### src/include/ursh_regs.svh
`ifndef URSH_REGS_SVH
`define URSH_REGS_SVH
// Contract
// Error flags mark only the held character
// Overrun means characters lost, no count
// Full 0, overrun 0: nothing new yet
// Full 0, overrun 1: lost during sequence
// Overrun reported apart from error flags
// Interrupt implies a character is present
// Software resends transfer after overrun
// Nested interrupts wait for both reads
// Infrared pulse lasts three sixteenths bit
// Status then buffer read clears seen flags
// Overrun discards new character, no interrupt; the code raises one for the first overrun, none while overrun is set
// Discarded characters never set error flags
// Load sets full; errors raise interrupt
`define URSH_DATA_W       8
`define URSH_FIFO_DEPTH   8
`define URSH_OVS          16
`define URSH_IR_SIXTEENTHS 3
`define URSH_STAT_FULL    0
`define URSH_STAT_FRAMING_ERROR_FLAG    1
`define URSH_STAT_PARITY_ERROR_FLAG    2
`define URSH_STAT_OVERRUN_ERROR_FLAG    3
`define URSH_STAT_RESET   4'h0
`endif

### src/include/ursh_pkg.sv
package ursh_pkg;
    typedef enum logic [1:0] {
        URSH_IDLE_TYPE  = 2'b00,
        URSH_START_TYPE = 2'b01,
        URSH_DATA_TYPE  = 2'b10,
        URSH_STOP_TYPE  = 2'b11
    } ursh_rx_state_type;
    typedef enum logic [1:0] {
        URSH_TX_IDLE_TYPE = 2'b00,
        URSH_TX_BIT_TYPE  = 2'b01,
        URSH_TX_STOP_TYPE = 2'b10
    } ursh_tx_state_type;
endpackage : ursh_pkg

### src/rtl/ursh_uart.sv
`timescale 1ns/10ps
`include "ursh_regs.svh"
module ursh_uart #(
    parameter int DATA_W     = `URSH_DATA_W,
    parameter int FIFO_DEPTH = `URSH_FIFO_DEPTH
) (
    input  wire logic              clk_in,
    input  wire logic              sys_rst_in,
    input  wire logic              baud16_en_in,
    input  wire logic              parity_enable_in,
    input  wire logic              parity_odd_in,
    input  wire logic              infrared_select_in,
    input  wire logic              rx_pin_in,
    input  wire logic              status_read_in,
    input  wire logic              buffer_read_in,
    input  wire logic [DATA_W-1:0] tx_data_in,
    input  wire logic              tx_valid_in,
    output logic                   tx_ready_out,
    output logic [3:0]             serial_status_reg_out,
    output logic [DATA_W-1:0]      rx_holding_buffer_out,
    output logic                   rx_interrupt_request_out,
    output logic                   serial_tx_pin_out
);
    ////////////////////////////////////////////////////////////////////
    // Receive framer
    ursh_pkg::ursh_rx_state_type rx_state_reg;
    ursh_pkg::ursh_rx_state_type rx_state_next;
    logic [3:0]        rx_tick_reg;
    logic [3:0]        rx_tick_next;
    logic [3:0]        rx_bit_reg;
    logic [3:0]        rx_bit_next;
    logic [DATA_W-1:0] rx_shift_reg;
    logic [DATA_W-1:0] rx_shift_next;
    logic              rx_par_reg;
    logic              rx_par_next;
    logic              rx_done;
    logic              rx_framing_error_flag;
    logic              rx_parity_error_flag;
    logic [3:0]        rx_bits_total;

    always_comb
    begin
        rx_state_next = rx_state_reg;
        rx_tick_next  = rx_tick_reg;
        rx_bit_next   = rx_bit_reg;
        rx_shift_next = rx_shift_reg;
        rx_par_next   = rx_par_reg;
        rx_done       = 1'b0;
        rx_framing_error_flag       = 1'b0;
        rx_parity_error_flag       = 1'b0;
        rx_bits_total = 4'(DATA_W) + 4'(parity_enable_in);
        if (baud16_en_in)
        begin
            unique case (rx_state_reg)
                ursh_pkg::URSH_IDLE_TYPE:
                    if (!rx_pin_in)
                    begin
                        rx_state_next = ursh_pkg::URSH_START_TYPE;
                        rx_tick_next  = '0;
                    end
                ursh_pkg::URSH_START_TYPE:
                begin
                    rx_tick_next = rx_tick_reg + 4'h1;
                    if (rx_tick_reg == 4'(`URSH_OVS/2 - 1))
                    begin
                        rx_tick_next  = '0;
                        rx_bit_next   = '0;
                        rx_state_next = rx_pin_in ? ursh_pkg::URSH_IDLE_TYPE
                                                  : ursh_pkg::URSH_DATA_TYPE;
                    end
                end
                ursh_pkg::URSH_DATA_TYPE:
                begin
                    rx_tick_next = rx_tick_reg + 4'h1;
                    if (rx_tick_reg == 4'(`URSH_OVS - 1))
                    begin
                        rx_bit_next = rx_bit_reg + 4'h1;
                        if (rx_bit_reg < 4'(DATA_W))
                            rx_shift_next = {rx_pin_in, rx_shift_reg[DATA_W-1:1]};
                        else
                            rx_par_next = rx_pin_in;
                        if (rx_bit_reg == rx_bits_total - 4'h1)
                            rx_state_next = ursh_pkg::URSH_STOP_TYPE;
                    end
                end
                ursh_pkg::URSH_STOP_TYPE:
                begin
                    rx_tick_next = rx_tick_reg + 4'h1;
                    if (rx_tick_reg == 4'(`URSH_OVS - 1))
                    begin
                        rx_done       = 1'b1;
                        rx_framing_error_flag       = !rx_pin_in;
                        rx_parity_error_flag       = parity_enable_in &&
                                        ((^rx_shift_reg ^ rx_par_reg) != parity_odd_in);
                        rx_state_next = ursh_pkg::URSH_IDLE_TYPE;
                    end
                end
            endcase
        end
    end

    always_ff @(posedge clk_in)
    begin
        if (sys_rst_in)
        begin
            rx_state_reg <= ursh_pkg::URSH_IDLE_TYPE;
            rx_tick_reg  <= '0;
            rx_bit_reg   <= '0;
            rx_shift_reg <= '0;
            rx_par_reg   <= 1'b0;
        end
        else
        begin
            rx_state_reg <= rx_state_next;
            rx_tick_reg  <= rx_tick_next;
            rx_bit_reg   <= rx_bit_next;
            rx_shift_reg <= rx_shift_next;
            rx_par_reg   <= rx_par_next;
        end
    end

    ////////////////////////////////////////////////////////////////////
    // Status flags and holding buffer
    logic [3:0]        stat_reg;
    logic [3:0]        stat_next;
    logic [3:0]        seen_reg;
    logic [3:0]        seen_next;
    logic [DATA_W-1:0] hold_reg;
    logic [DATA_W-1:0] hold_next;
    logic              irq_reg;
    logic              irq_next;
    logic              load;
    logic              ovr;

    always_comb
    begin
        stat_next = stat_reg;
        seen_next = seen_reg;
        hold_next = hold_reg;
        // seen flags cleared
        if (status_read_in)
            seen_next = stat_reg;
        if (buffer_read_in)
        begin
            stat_next = stat_reg & ~seen_reg;
            seen_next = '0;
        end
        // discard while still full
        ovr  = rx_done && stat_reg[`URSH_STAT_FULL] && !(buffer_read_in
               && seen_reg[`URSH_STAT_FULL]);
        load = rx_done && !ovr;
        // load sets full
        if (load)
        begin
            hold_next                    = rx_shift_reg;
            stat_next[`URSH_STAT_FULL]   = 1'b1;
            // flags describe held char
            stat_next[`URSH_STAT_FRAMING_ERROR_FLAG]   = rx_framing_error_flag;
            stat_next[`URSH_STAT_PARITY_ERROR_FLAG]   = rx_parity_error_flag;
        end
        // overrun sticky, no count
        if (ovr)
            stat_next[`URSH_STAT_OVERRUN_ERROR_FLAG] = 1'b1;
        // request on load or new overrun
        // no request for a repeat overrun while overrun set
        irq_next = load || (ovr && !stat_reg[`URSH_STAT_OVERRUN_ERROR_FLAG]);
    end

    always_ff @(posedge clk_in)
    begin
        if (sys_rst_in)
        begin
            stat_reg <= `URSH_STAT_RESET;
            seen_reg <= '0;
            hold_reg <= '0;
            irq_reg  <= 1'b0;
        end
        else
        begin
            stat_reg <= stat_next;
            seen_reg <= seen_next;
            hold_reg <= hold_next;
            irq_reg  <= irq_next;
        end
    end

    // R4: R5: R6: flags reported separately
    assign serial_status_reg_out    = stat_reg;
    assign rx_holding_buffer_out    = hold_reg;
    assign rx_interrupt_request_out = irq_reg;

    ////////////////////////////////////////////////////////////////////
    // Transmit path with FIFO and infrared pulse
    logic [DATA_W-1:0] fifo_data;
    logic              fifo_valid;
    logic              fifo_pop;
    ursh_pkg::ursh_tx_state_type tx_state_reg;
    ursh_pkg::ursh_tx_state_type tx_state_next;
    logic [3:0]        tx_tick_reg;
    logic [3:0]        tx_tick_next;
    logic [3:0]        tx_bit_reg;
    logic [3:0]        tx_bit_next;
    logic [DATA_W+1:0] tx_frame_reg;
    logic [DATA_W+1:0] tx_frame_next;
    logic              tx_level;
    logic              pin_reg;
    logic              pin_next;

    ursh_fifo #(.WIDTH(DATA_W), .DEPTH(FIFO_DEPTH)) u_fifo (
        .clk_in       (clk_in),
        .sys_rst_in   (sys_rst_in),
        .wr_data_in   (tx_data_in),
        .wr_valid_in  (tx_valid_in),
        .wr_ready_out (tx_ready_out),
        .rd_data_out  (fifo_data),
        .rd_valid_out (fifo_valid),
        .rd_ready_in  (fifo_pop)
    );

    always_comb
    begin
        tx_state_next = tx_state_reg;
        tx_tick_next  = tx_tick_reg;
        tx_bit_next   = tx_bit_reg;
        tx_frame_next = tx_frame_reg;
        fifo_pop      = 1'b0;
        unique case (tx_state_reg)
            ursh_pkg::URSH_TX_IDLE_TYPE:
                if (fifo_valid && baud16_en_in)
                begin
                    fifo_pop      = 1'b1;
                    tx_frame_next = {1'b1, fifo_data, 1'b0};
                    tx_tick_next  = '0;
                    tx_bit_next   = '0;
                    tx_state_next = ursh_pkg::URSH_TX_BIT_TYPE;
                end
            ursh_pkg::URSH_TX_BIT_TYPE, ursh_pkg::URSH_TX_STOP_TYPE:
                if (baud16_en_in)
                begin
                    tx_tick_next = tx_tick_reg + 4'h1;
                    if (tx_tick_reg == 4'(`URSH_OVS - 1))
                    begin
                        tx_frame_next = {1'b1, tx_frame_reg[DATA_W+1:1]};
                        tx_bit_next   = tx_bit_reg + 4'h1;
                        if (tx_bit_reg == 4'(DATA_W + 1))
                            tx_state_next = ursh_pkg::URSH_TX_IDLE_TYPE;
                    end
                end
            default:
                tx_state_next = ursh_pkg::URSH_TX_IDLE_TYPE;
        endcase
        tx_level = tx_frame_reg[0] || (tx_state_reg == ursh_pkg::URSH_TX_IDLE_TYPE);
        // pulse three sixteenths per zero bit
        if (infrared_select_in)
            pin_next = !tx_level && (tx_state_reg != ursh_pkg::URSH_TX_IDLE_TYPE)
                       && (tx_tick_reg < 4'(`URSH_IR_SIXTEENTHS));
        else
            pin_next = tx_level;
    end

    always_ff @(posedge clk_in)
    begin
        if (sys_rst_in)
        begin
            tx_state_reg <= ursh_pkg::URSH_TX_IDLE_TYPE;
            tx_tick_reg  <= '0;
            tx_bit_reg   <= '0;
            tx_frame_reg <= '1;
            pin_reg      <= 1'b1;
        end
        else
        begin
            tx_state_reg <= tx_state_next;
            tx_tick_reg  <= tx_tick_next;
            tx_bit_reg   <= tx_bit_next;
            tx_frame_reg <= tx_frame_next;
            pin_reg      <= pin_next;
        end
    end

    assign serial_tx_pin_out = pin_reg;
endmodule : ursh_uart

### src/rtl/ursh_fifo.sv
`timescale 1ns/10ps
module ursh_fifo #(
    parameter int WIDTH = 8,
    parameter int DEPTH = 8
) (
    input  wire logic             clk_in,
    input  wire logic             sys_rst_in,
    input  wire logic [WIDTH-1:0] wr_data_in,
    input  wire logic             wr_valid_in,
    output logic                  wr_ready_out,
    output logic [WIDTH-1:0]      rd_data_out,
    output logic                  rd_valid_out,
    input  wire logic             rd_ready_in
);
    localparam int AW = $clog2(DEPTH);
    logic [WIDTH-1:0] mem_reg [DEPTH];
    logic [AW-1:0]    wptr_reg;
    logic [AW-1:0]    wptr_next;
    logic [AW-1:0]    rptr_reg;
    logic [AW-1:0]    rptr_next;
    logic [AW:0]      cnt_reg;
    logic [AW:0]      cnt_next;
    logic             do_wr;
    logic             do_rd;
    logic             ready_reg;
    logic             ready_next;

    always_comb
    begin
        do_wr     = wr_valid_in && (cnt_reg != (AW+1)'(DEPTH));
        do_rd     = rd_ready_in && (cnt_reg != '0);
        wptr_next = do_wr ? ((wptr_reg == AW'(DEPTH-1)) ? '0 : wptr_reg + 1'b1) : wptr_reg;
        rptr_next = do_rd ? ((rptr_reg == AW'(DEPTH-1)) ? '0 : rptr_reg + 1'b1) : rptr_reg;
        cnt_next  = cnt_reg + (AW+1)'(do_wr) - (AW+1)'(do_rd);
        // Ready registered so the top output comes from a flop
        ready_next = (cnt_next != (AW+1)'(DEPTH));
    end

    always_ff @(posedge clk_in)
    begin
        if (sys_rst_in)
        begin
            wptr_reg <= '0;
            rptr_reg <= '0;
            cnt_reg  <= '0;
            ready_reg <= 1'b1;
        end
        else
        begin
            wptr_reg <= wptr_next;
            rptr_reg <= rptr_next;
            cnt_reg  <= cnt_next;
            ready_reg <= ready_next;
        end
        if (do_wr)
            mem_reg[wptr_reg] <= wr_data_in;
    end

    assign wr_ready_out = ready_reg;
    assign rd_valid_out = (cnt_reg != '0);
    assign rd_data_out  = mem_reg[rptr_reg];
endmodule : ursh_fifo

### config.mk
export PLATFORM = sky130hd
export DESIGN_NAME = ursh_uart
export DESIGN_NICKNAME = d
export VERILOG_FILES = /design/src/include/ursh_pkg.sv /design/src/rtl/ursh_uart.sv /design/src/rtl/ursh_fifo.sv
export VERILOG_INCLUDE_DIRS = /design/src /design/src/include
export SDC_FILE = /design/constraint.sdc
export NUM_CORES = 1
export LEC_CHECK = 0
export BUFFER_PORTS_ARGS = -buffer_cell sky130_fd_sc_hd__buf_2
export CORE_MARGIN = 2
export CORE_UTILIZATION = 60
export DETAILED_ROUTE_END_ITERATION = 16
export PLACE_DENSITY = 0.8
export SLEW_MARGIN = 40
export SYNTH_ARGS = -nofsm -noshare
export SYNTH_HDL_FRONTEND = slang
export SYNTH_SLANG_ARGS = --single-unit
### constraint.sdc
create_clock -name clk_in -period 4.07 [get_ports clk_in]
set_input_delay 0 -clock clk_in [delete_from_list [all_inputs] [get_ports clk_in]]
set_output_delay 0 -clock clk_in [all_outputs]
set_load 0.1 [all_outputs]
# Word level (Yosys, flattened, before mapping)
# Memories as Yosys holds them, arrays and structs flattened. A register that Yosys moved wholly into a read port is not among the register bits.
# Cells that the tools add are included.
# W data, S select, Z words.
totals:
  register_bits: 68
  latchBits: 0
  mem_bits_rw: 64
  rom_bits: 0
  word_cells: 147
  n_memories: 1
memory_table:
  columns: ["memory", "depth", "word_bits", "read_ports", "rd_ports_with_merged_regs", "write_ports", "line", "source"]
  rows:
  - ["u_fifo.mem_reg", 8, 8, 1, 1, 1, "ursh_fifo.sv:16", "logic [WIDTH-1:0] mem_reg [DEPTH];"]
op_classes:
  add_sub_neg: 10
  mul: 0
  n_div: 0
  n_lt_le_gt_ge: 2
  n_eq_ne: 24
  n_shift: 0
  mux: 49
  bitwise: 4
  n_reduce_logical: 38
op_table:
  columns: ["operator", "n"]
  rows:
  - ["$mux W4", 9]
  - ["$mux W10", 3]
  - ["$pmux W4 S2", 3]
  - ["$mux W2", 10]
  - ["$pmux W10 S2", 1]
  - ["$reduce_and A4 Y1", 5]
  - ["$ne A2 B2 Y1 const B", 9]
  - ["$add A4 B1 Y4 const B", 4]
  - ["$mux W1", 15]
  - ["$mux W3", 5]
  - ["$eq A4 B4 Y1 const B", 3]
  - ["$pmux W4 S3", 1]
  - ["$logic_and A1 B1 Y1", 11]
  - ["$reduce_bool A2 Y1", 5]
  - ["$ne A4 B4 Y1 const B", 2]
  - ["$pmux W2 S4", 1]
  - ["$reduce_xor A8 Y1", 1]
  - ["$add A3 B1 Y3 const B", 2]
  - ["$eq A2 B2 Y1 const B", 3]
  - ["$eq A3 B3 Y1 const B", 2]
  - ["$reduce_and A6 Y1", 1]
  - ["$reduce_or A2 Y1", 3]
  - ["$logic_not A1 Y1", 5]
  - ["$add A4 B1 Y4", 1]
  - ["19 further kinds", 22]

# Logic depth before layout (Yosys ltp)
# Gate-level depths: netlist of the first run.
logic_depth:
  depth_word: 9
  mapped_depth: 13

# Modules after synthesis
# A second synthesis of the first run with hierarchy kept.
hier_totals:
  hier_cells: 451
  area_unflattened_um2: 5859.4
modules_own_cells:
  columns: ["mod", "n_inst", "cells_per_inst", "area_per_inst_um2", "seq_area_each_um2"]
  rows:
  - ["ursh_fifo", 1, 176, 3244.4, 2202.1]
  - ["ursh_uart", 1, 275, 2615.0, 1101.1]

# Least setup slack after synthesis of the first run
# No wires, ideal clock.
synth_timing:
  kind: "register to register"
  from: "reg u_fifo.cnt_reg[2]"
  to: "reg u_fifo.ready_reg, in the netlist u_fifo.wr_ready_out"
  setup_ps: 127
  arrival_time_ps: 2691
  slack_ps: 1252
  path_stages_with_launch: 14
  path_buffers: 1
  period_less_slack_ps: 2818
  cell_sequence: "dfxtp_1 -> inv_1 -> ha_1 -> or3b_2 -> and2_1 -> buf_2 -> ha_1 -> inv_1 -> ha_1 -> inv_1 -> fa_1 -> xor2_1 -> nand3b_1 -> or3_1"
synth_between:
  elab_chain_len: 7
  elab_cells_between_ends: 10
  classes_between: "add/sub: 2; eq/ne: 2; mux: 2; reduce/logical: 4"
synth_rtl:
  columns: ["element", "line", "source"]
  rows:
  - ["start, declared", "ursh_fifo.sv:21", "logic [AW:0] cnt_reg;"]
  - ["start signal, assigned", "ursh_fifo.sv:52", "cnt_reg <= cnt_next;"]
  - ["$reduce_bool A4 Y1 *", "ursh_fifo.sv:31, ursh_fifo.sv:60", null]
  - ["$logic_and A1 B1 Y1", "ursh_uart.sv:229", "if (fifo_valid && baud16_en_in)"]
  - ["$mux W1", "ursh_uart.sv:229", null]
  - ["$mux W1", "ursh_uart.sv:227", "unique case (tx_state_reg)"]
  - ["$logic_and A1 B1 Y1 *", "ursh_fifo.sv:31", "do_rd = rd_ready_in && (cnt_reg != '0);"]
  - ["named net u_fifo.do_rd", "ursh_fifo.sv:24", "logic do_rd;"]
  - ["$sub A4 B1 Y4 *", "ursh_fifo.sv:34", "cnt_next = cnt_reg + (AW+1)'(do_wr) - (AW+1)'(do_rd);"]
  - ["$ne A4 B4 Y1 *", "ursh_fifo.sv:36", "ready_next = (cnt_next != (AW+1)'(DEPTH));"]
  - ["end signal, assigned", "ursh_fifo.sv:53", "ready_reg <= ready_next;"]
  - ["end, declared", "ursh_fifo.sv:25", "logic ready_reg;"]
# Mark *: on every way through the listed nets, which the timed path passes. The rest lies on a longest branch.
# A chain may end at the register's enable or synchronous reset.

# Worst setup path after layout of the first run
layout_timing:
  from: "reg tx_state_reg[0]"
  to: "reg u_fifo.ready_reg, in the netlist u_fifo.wr_ready_out"
layout_between:
  elab_chain_len: 5
layout_rtl:
  columns: ["element", "line", "source"]
  rows:
  - ["start, declared", "ursh_uart.sv:197", "ursh_pkg::ursh_tx_state_type tx_state_reg;"]
  - ["start signal, assigned", "ursh_uart.sv:265", "tx_state_reg <= ursh_pkg::URSH_TX_IDLE_TYPE;"]
  - ["start signal, assigned", "ursh_uart.sv:273", "tx_state_reg <= tx_state_next;"]
  - ["$logic_not A2 Y1", "ursh_uart.sv:227", null]
  - ["$mux W1", "ursh_uart.sv:227", null]
  - ["$logic_and A1 B1 Y1", "ursh_fifo.sv:31", null]
  - ["$sub A4 B1 Y4", "ursh_fifo.sv:34", null]
  - ["$ne A4 B4 Y1", "ursh_fifo.sv:36", null]
# No other way between the ends.

==> results of run 1 <==
## critical path, stage by stage, from the launching register on
cell and delay [ns]:
dfxtp_1 0.83, nor2b_1 0.15, and2_1 0.32, ha_1 0.34, inv_1 0.06, ha_1 0.16, inv_1 0.05, fa_1 0.38
xor2_1 0.20, nand3b_1 0.09, or3_1 0.30
## worst max-delay path by stage
stage	endpoint	slack, ns
floorplan	u_fifo.wr_ready_out$_SDFF_PP1_	1.25
global placement	u_fifo.wr_ready_out$_SDFF_PP1_	1.19
detailed placement	u_fifo.wr_ready_out$_SDFF_PP1_	1.08
CTS	u_fifo.wr_ready_out$_SDFF_PP1_	1.07
global route	u_fifo.wr_ready_out$_SDFF_PP1_	0.83
finish	u_fifo.wr_ready_out$_SDFF_PP1_	1.06
## stage by stage
stage	hold WS [ns]	power [mW]	area [µm²]
after floorplan	0.0989	2.05	5630
after global placement	0.232	2.14	5840
after detailed placement	0.239	2.17	5840
after CTS	0.0325	3.75	6620
after global routing	0.0784	3.90	6650
final	0.0478	3.74	6650
## cell families (layout without fill, tap and decap cells)
logic type               count (synthesis)  in the layout  synth area share, %
flip-flops                             133            133                 58.6
AND/OR/NAND/NOR                        128            128                 11.5
AO/OA/AOI/OAI                           60             60                 6.84
multiplexers                            54             54                 13.6
buffers and inverters                   41             99                 3.42
adder cells (fa/ha/maj)                 16             16                 3.69
XOR/XNOR                                13             13                 2.27
## layout by cell type, fill, tap and decap left out, types with 7 or more instances in the layout
cell	count
nor3_1	11
buf_2	32
dfxtp_1	68
ha_1	15
dlygate4sd3_1	16
inv_1	16
edfxtp_1	64
clkbuf_16	16
inv_8	8
mux4_2	11
nand3b_1	7
mux2i_1	32
a21oi_1	25
xnor2_1	8
nor2_1	48
nand2_1	20
o21ai_0	12
## timing repair
| item | CTS | global route |
|---|---|---|
| setup buffers | 0 | 0 |
| hold buffers | 16 | 0 |
| endpoints found under the hold margin | 84 | 0 |
## layout make-up
class | count | area [µm²] | share of cell area (%)
timing repair buffer | 51 | 343 | 5.15
clock buffer | 17 | 414 | 6.23
inverter | 16 | 60.1 | 0.903
tap | 111 | 139 | 2.09
sequential | 133 | 3300 | 49.7
clock inverter | 15 | 200 | 3.01
multi-input combinational | 271 | 2190 | 32.9
## power groups by stage
stage / Clock, mW / Sequential [mW] / Combinational (mW)
floorplan: 0 / 1.61 / 0.439
global placement: 0 / 1.62 / 0.515
detailed placement: 0 / 1.63 / 0.537
CTS: 1.58 / 1.61 / 0.556
global route: 1.65 / 1.63 / 0.623
finish: 1.56 / 1.61 / 0.562
## per-layer routing
| layer | global-route usage [%] | up-vias | wire length (µm) |
|---|---|---|---|
| met4 | 8.11 | 0 | 106 |
| met3 | 6.03 | 9 | 403 |
| met1 | 27.0 | 1722 | 4410 |
| met5 | 0 | - | 0 |
| li1 | - | 1725 | - |
| met2 | 41.1 | 86 | 5680 |
==> flow_summary.ini, run 1 <==
[clock_network]
cts_root_buf = clkbuf_8
cts_tree = built
cts.reportedPaths.clkPinSlew_ns = 0.06
cts_resized = 0
htree_levels = 4
clock_sinks = 133
clk_path_buf_depth = 2
cts_made_buffers = 17
clkLatencyLatePin_ns = 0.52

[synth]
syn_area_per_cell_um2 = 12.7
synth_common_cells = dfxtp_1 (69), edfxtp_1 (64), nor2_1 (50), mux2i_1 (32), a21oi_1 (25)
ys.flop_type = dfxtp_1
synthArstFlopShare_pct = 0
ys_warn_count = 0
synth-seq-cells = 133
synthTopCellsByArea = edfxtp_1 (34%), dfxtp_1 (25%), mux2i_1 (5.7%), mux4_2 (4.4%), ha_1 (3.3%)
yosys.area.top_type_share_pct = 34.1
syn-num-nets = 479
seq_area_frac_synth_pct = 58.6
ys_types = 59
yosys.area.top_type = edfxtp_1
synth-edff-count = 64
syn_inst = 445
yosysMostFrequentCell = dfxtp_1
synthesis.area_mm2 = 0.00563

[finish]
layout-drive-gt1-share_pct = 19.1
fill_cells = 601
nets = 524
layout.cells.non_filler = 614
final_core_util_pct = 72.7
area_growth_pct = 18.1
largest_reg_flops = 64
n_antenna_cell = 0

[drt]
wl_per_cell_um = 17.3
vias = 3542
drt.antenna.violating_nets = 0
post_drt_via_cell_ratio = 5.77
drc = 0
first_pass_iters = 4
drt_wl_total_um = 10600
drt_iter0_drc = 169

[worst_setup_path]
critPathArrivalTime_ns = 3.41
startpoint_type = flop
rr_endpoint = u_fifo.wr_ready_out$_SDFF_PP1_
worstSetupStartpoint = tx_state_reg[0]$_SDFFE_PP0P_
r2r_cells = 10
critical_path_class = reg -> reg
end_kind = flop
regToRegStartpoint = tx_state_reg[0]$_SDFFE_PP0P_
cp.required_ns = 4.47
rrSetupSlack_ns = 1.06
path_max_fanout = 19

[timing]
fin_crit_sh_pct = 73.9
setup_viol = 0
hold_viol = 0
fmax_ghz = 0.332
finalMaxSlewViolations = 0
slew_headroom_pct = 47.5
rsz0062_at_grt = no
worst_slack_ns = 1.06
finalClockSkew_ns = 0.0124
finalSetupTns_ns = 0
worst_pin_slew_ns = 0.788
fin_crit_ns = 3.01

[grt]
grt_pass1_vias = 3655
grt_pass1_wl_um = 17500
grt_max_degree = 45
grtUsageTotal_pct = 23.1
grt_overflow = 0
antenna_found_initial = 0

[floorplan]
initial_core_util_pct = 61.5
die_area_mm2 = 0.0102
die_h_um = 101
rows = 35
io_pins = 33
coreArea_mm2 = 0.00915
die_x_um = 101

[placement]
detailedPlace.worstSlack_ns = 1.08
dp_hpwl_um = 6640
gp_congestion = 0.786
port_buffers = 32
dp.cells = 566

[pwr]
sw_frac_of_total_pct = 28.2
p_leak_nw = 2.42
power_density_mw_per_mm2 = 562
power.internal_mw = 2.68
power.net_switching_mw = 1.05
seqPwrFrac_pct = 43.1
ir_drop_mv = 0.427
comb_power_share_pct = 15.0
clockPowerShare_pct = 41.8

[worst_hold_path]
hold_end = u_fifo.cnt_reg[3]$_SDFF_PP0_
min_from = sys_rst_in
hold_class = in -> reg
hold_depth = 2

[status]
outcome = completed

[job]
cap_violations = 0
Power figures use the tool's default switching activity.
==> run 2: changes to the inputs <==
- clock period: 4.07 -> 2.8 ns (I/O delays scaled with it)
==> run 2 against run 1 <==
Final cell count is 2.8% higher. Register-to-register slack worse by 0.92 ns. Combinational power is 76% higher. Clock power is 46% higher. Clock-buffer cell count stayed put. Fmax is 13% higher. Clock skew is 0.0045 ns lower. Flip-flop and latch count stayed put. Worst setup slack worse by 0.92 ns. Critical path type unchanged. Largest power group unchanged. Highest routed layer unchanged.
==> flow_summary.ini, run 2 (synthesized netlist as in run 1, its figures left out) <==
[timing]
finalSetupTns_ns = 0
worst_pin_slew_ns = 0.686
worst_slack_ns = 0.139
fmax_ghz = 0.376
fin_crit_ns = 2.66
slew_headroom_pct = 53.9
setup_viol = 0
holdWs_ns = 0.253
fin_crit_sh_pct = 95.0
hold_viol = 0
finalClockSkew_ns = 0.00793
rsz0062_at_grt = no
finalMaxSlewViolations = 0

[worst_setup_path]
rrSetupSlack_ns = 0.14
path_max_fanout = 3
startpoint_type = flop
end_kind = flop
critPathArrivalTime_ns = 3.06
cp.required_ns = 3.19
r2r_cells = 11
critical_path_class = reg -> reg

[clock_network]
clkLatencyLatePin_ns = 0.52
htree_levels = 4
cts.reportedPaths.clkPinSlew_ns = 0.06
clk_path_buf_depth = 2
clock_sinks = 133
cts_root_buf = clkbuf_8
cts_tree = built
cts_made_buffers = 17

[pwr]
seqPwrFrac_pct = 41.3
ir_drop_mv = 0.473
power.internal_mw = 4.00
power.net_switching_mw = 1.56
comb_power_share_pct = 17.8
clockPowerShare_pct = 41.0
totalPowerFinal_mw = 5.56
sw_frac_of_total_pct = 28.0
p_leak_nw = 2.50
power_density_mw_per_mm2 = 823

[placement]
detailedPlace.worstSlack_ns = -0.0572
dp.cells = 580
placedInstanceArea_mm2 = 0.00594
port_buffers = 32
gp_congestion = 0.819
dp_hpwl_um = 6760

[grt]
grt_pass1_vias = 3725
grt_max_degree = 46
grt_overflow = 0
use_met3_pct = 5.20
grt_use_met2_pct = 42.4
top_usage_layer = met2
grtUsageMet1_pct = 28.6
antenna_found_initial = 0
grt_pass1_wl_um = 18400
grtUsageTotal_pct = 24.0

[finish]
fill_cells = 583
final_core_util_pct = 73.8
final_area_mm2 = 0.00676
layout.cells.non_filler = 631
nets = 541
layout_commonest_cell = dfxtp_1
area_growth_pct = 19.9
layout-drive-gt1-share_pct = 21.2
final_cell_mix = dfxtp_1 (69), edfxtp_1 (64), nor2_1 (50), mux2i_1 (32), buf_2 (31)
n_antenna_cell = 0
largest_reg_flops = 64
seq_area_mm2 = 0.00330
multi_input_area_mm2 = 0.00215

[floorplan]
die_area_mm2 = 0.0102
initial_core_util_pct = 61.5
coreArea_mm2 = 0.00915
die_x_um = 101
io_pins = 33
die_h_um = 101
rows = 35

[status]
outcome = completed

[drt]
wl_per_cell_um = 17.5
post_drt_via_cell_ratio = 5.82
drc = 0
first_pass_iters = 4
vias = 3675
drt_iter0_drc = 151
drt.antenna.violating_nets = 0
drt_wl_total_um = 11100

[worst_hold_path]
hold_depth = 5
hold_class = in -> reg

[job]
cap_violations = 0
-- run 2: worst max-delay path: stages, from the launching register on --
cell and delay, ns:
dfxtp_1 0.31, inv_2 0.07, ha_1 0.14, or3b_4 0.39
and2_4 0.15, ha_1 0.29, inv_1 0.06, ha_1 0.16
inv_1 0.06, fa_2 0.53, nand3b_1 0.07, or3_1 0.31
-- run 2: layout make-up --
type                            instances  share of cell area [%]
Timing Repair Buffer                   68                    7.22
Sequential cell                       133                    48.9
Clock buffer                           17                    6.13
Clock inverter                         15                    2.94
Inverter                               16                   0.889
Multi-Input combinational cell        271                    31.9
Tap cell                              111                    2.06
-- run 2: path summary, 6_finish.rpt --
kind / endpoint / start
max: u_fifo.wr_ready_out$_SDFF_PP1_ / u_fifo.cnt_reg[2]$_SDFF_PP0_
min: serial_status_reg_out[2]$_SDFFE_PP0P_ / parity_odd_in
max reg2reg: u_fifo.wr_ready_out$_SDFF_PP1_ / u_fifo.cnt_reg[2]$_SDFF_PP0_
min reg2reg: tx_frame_reg[6]$_SDFFE_PP1P_ / tx_frame_reg[6]$_SDFFE_PP1P_
-- run 2: metal layers --
layer,up-vias,part of all wire (%)
met1,1794,41
met2,94,53
met5,-,0
met4,0,1.8
met3,22,4.0
li1,1765,-
-- run 2: repair_timing --
| item | 4_1_cts | 5_1_grt |
|---|---|---|
| endpoints found under the setup margin | 1 | 1 |
| gates resized for setup | 1 | 4 |
| endpoints found under the hold margin | 85 | 27 |
| setup buffers | 1 | 1 |
| hold buffers | 16 | 1 |
| pin swaps | 1 | 1 |
-- run 2: power by group through the flow --
stage / clock [mW] / combinational [mW] / sequential (mW)
after floorplan: 0 / 0.638 / 2.34
after global placement: 0 / 0.838 / 2.32
after detailed placement: 0 / 0.875 / 2.33
after CTS: 2.31 / 0.937 / 2.29
after global routing: 2.39 / 1.09 / 2.31
final: 2.28 / 0.988 / 2.29
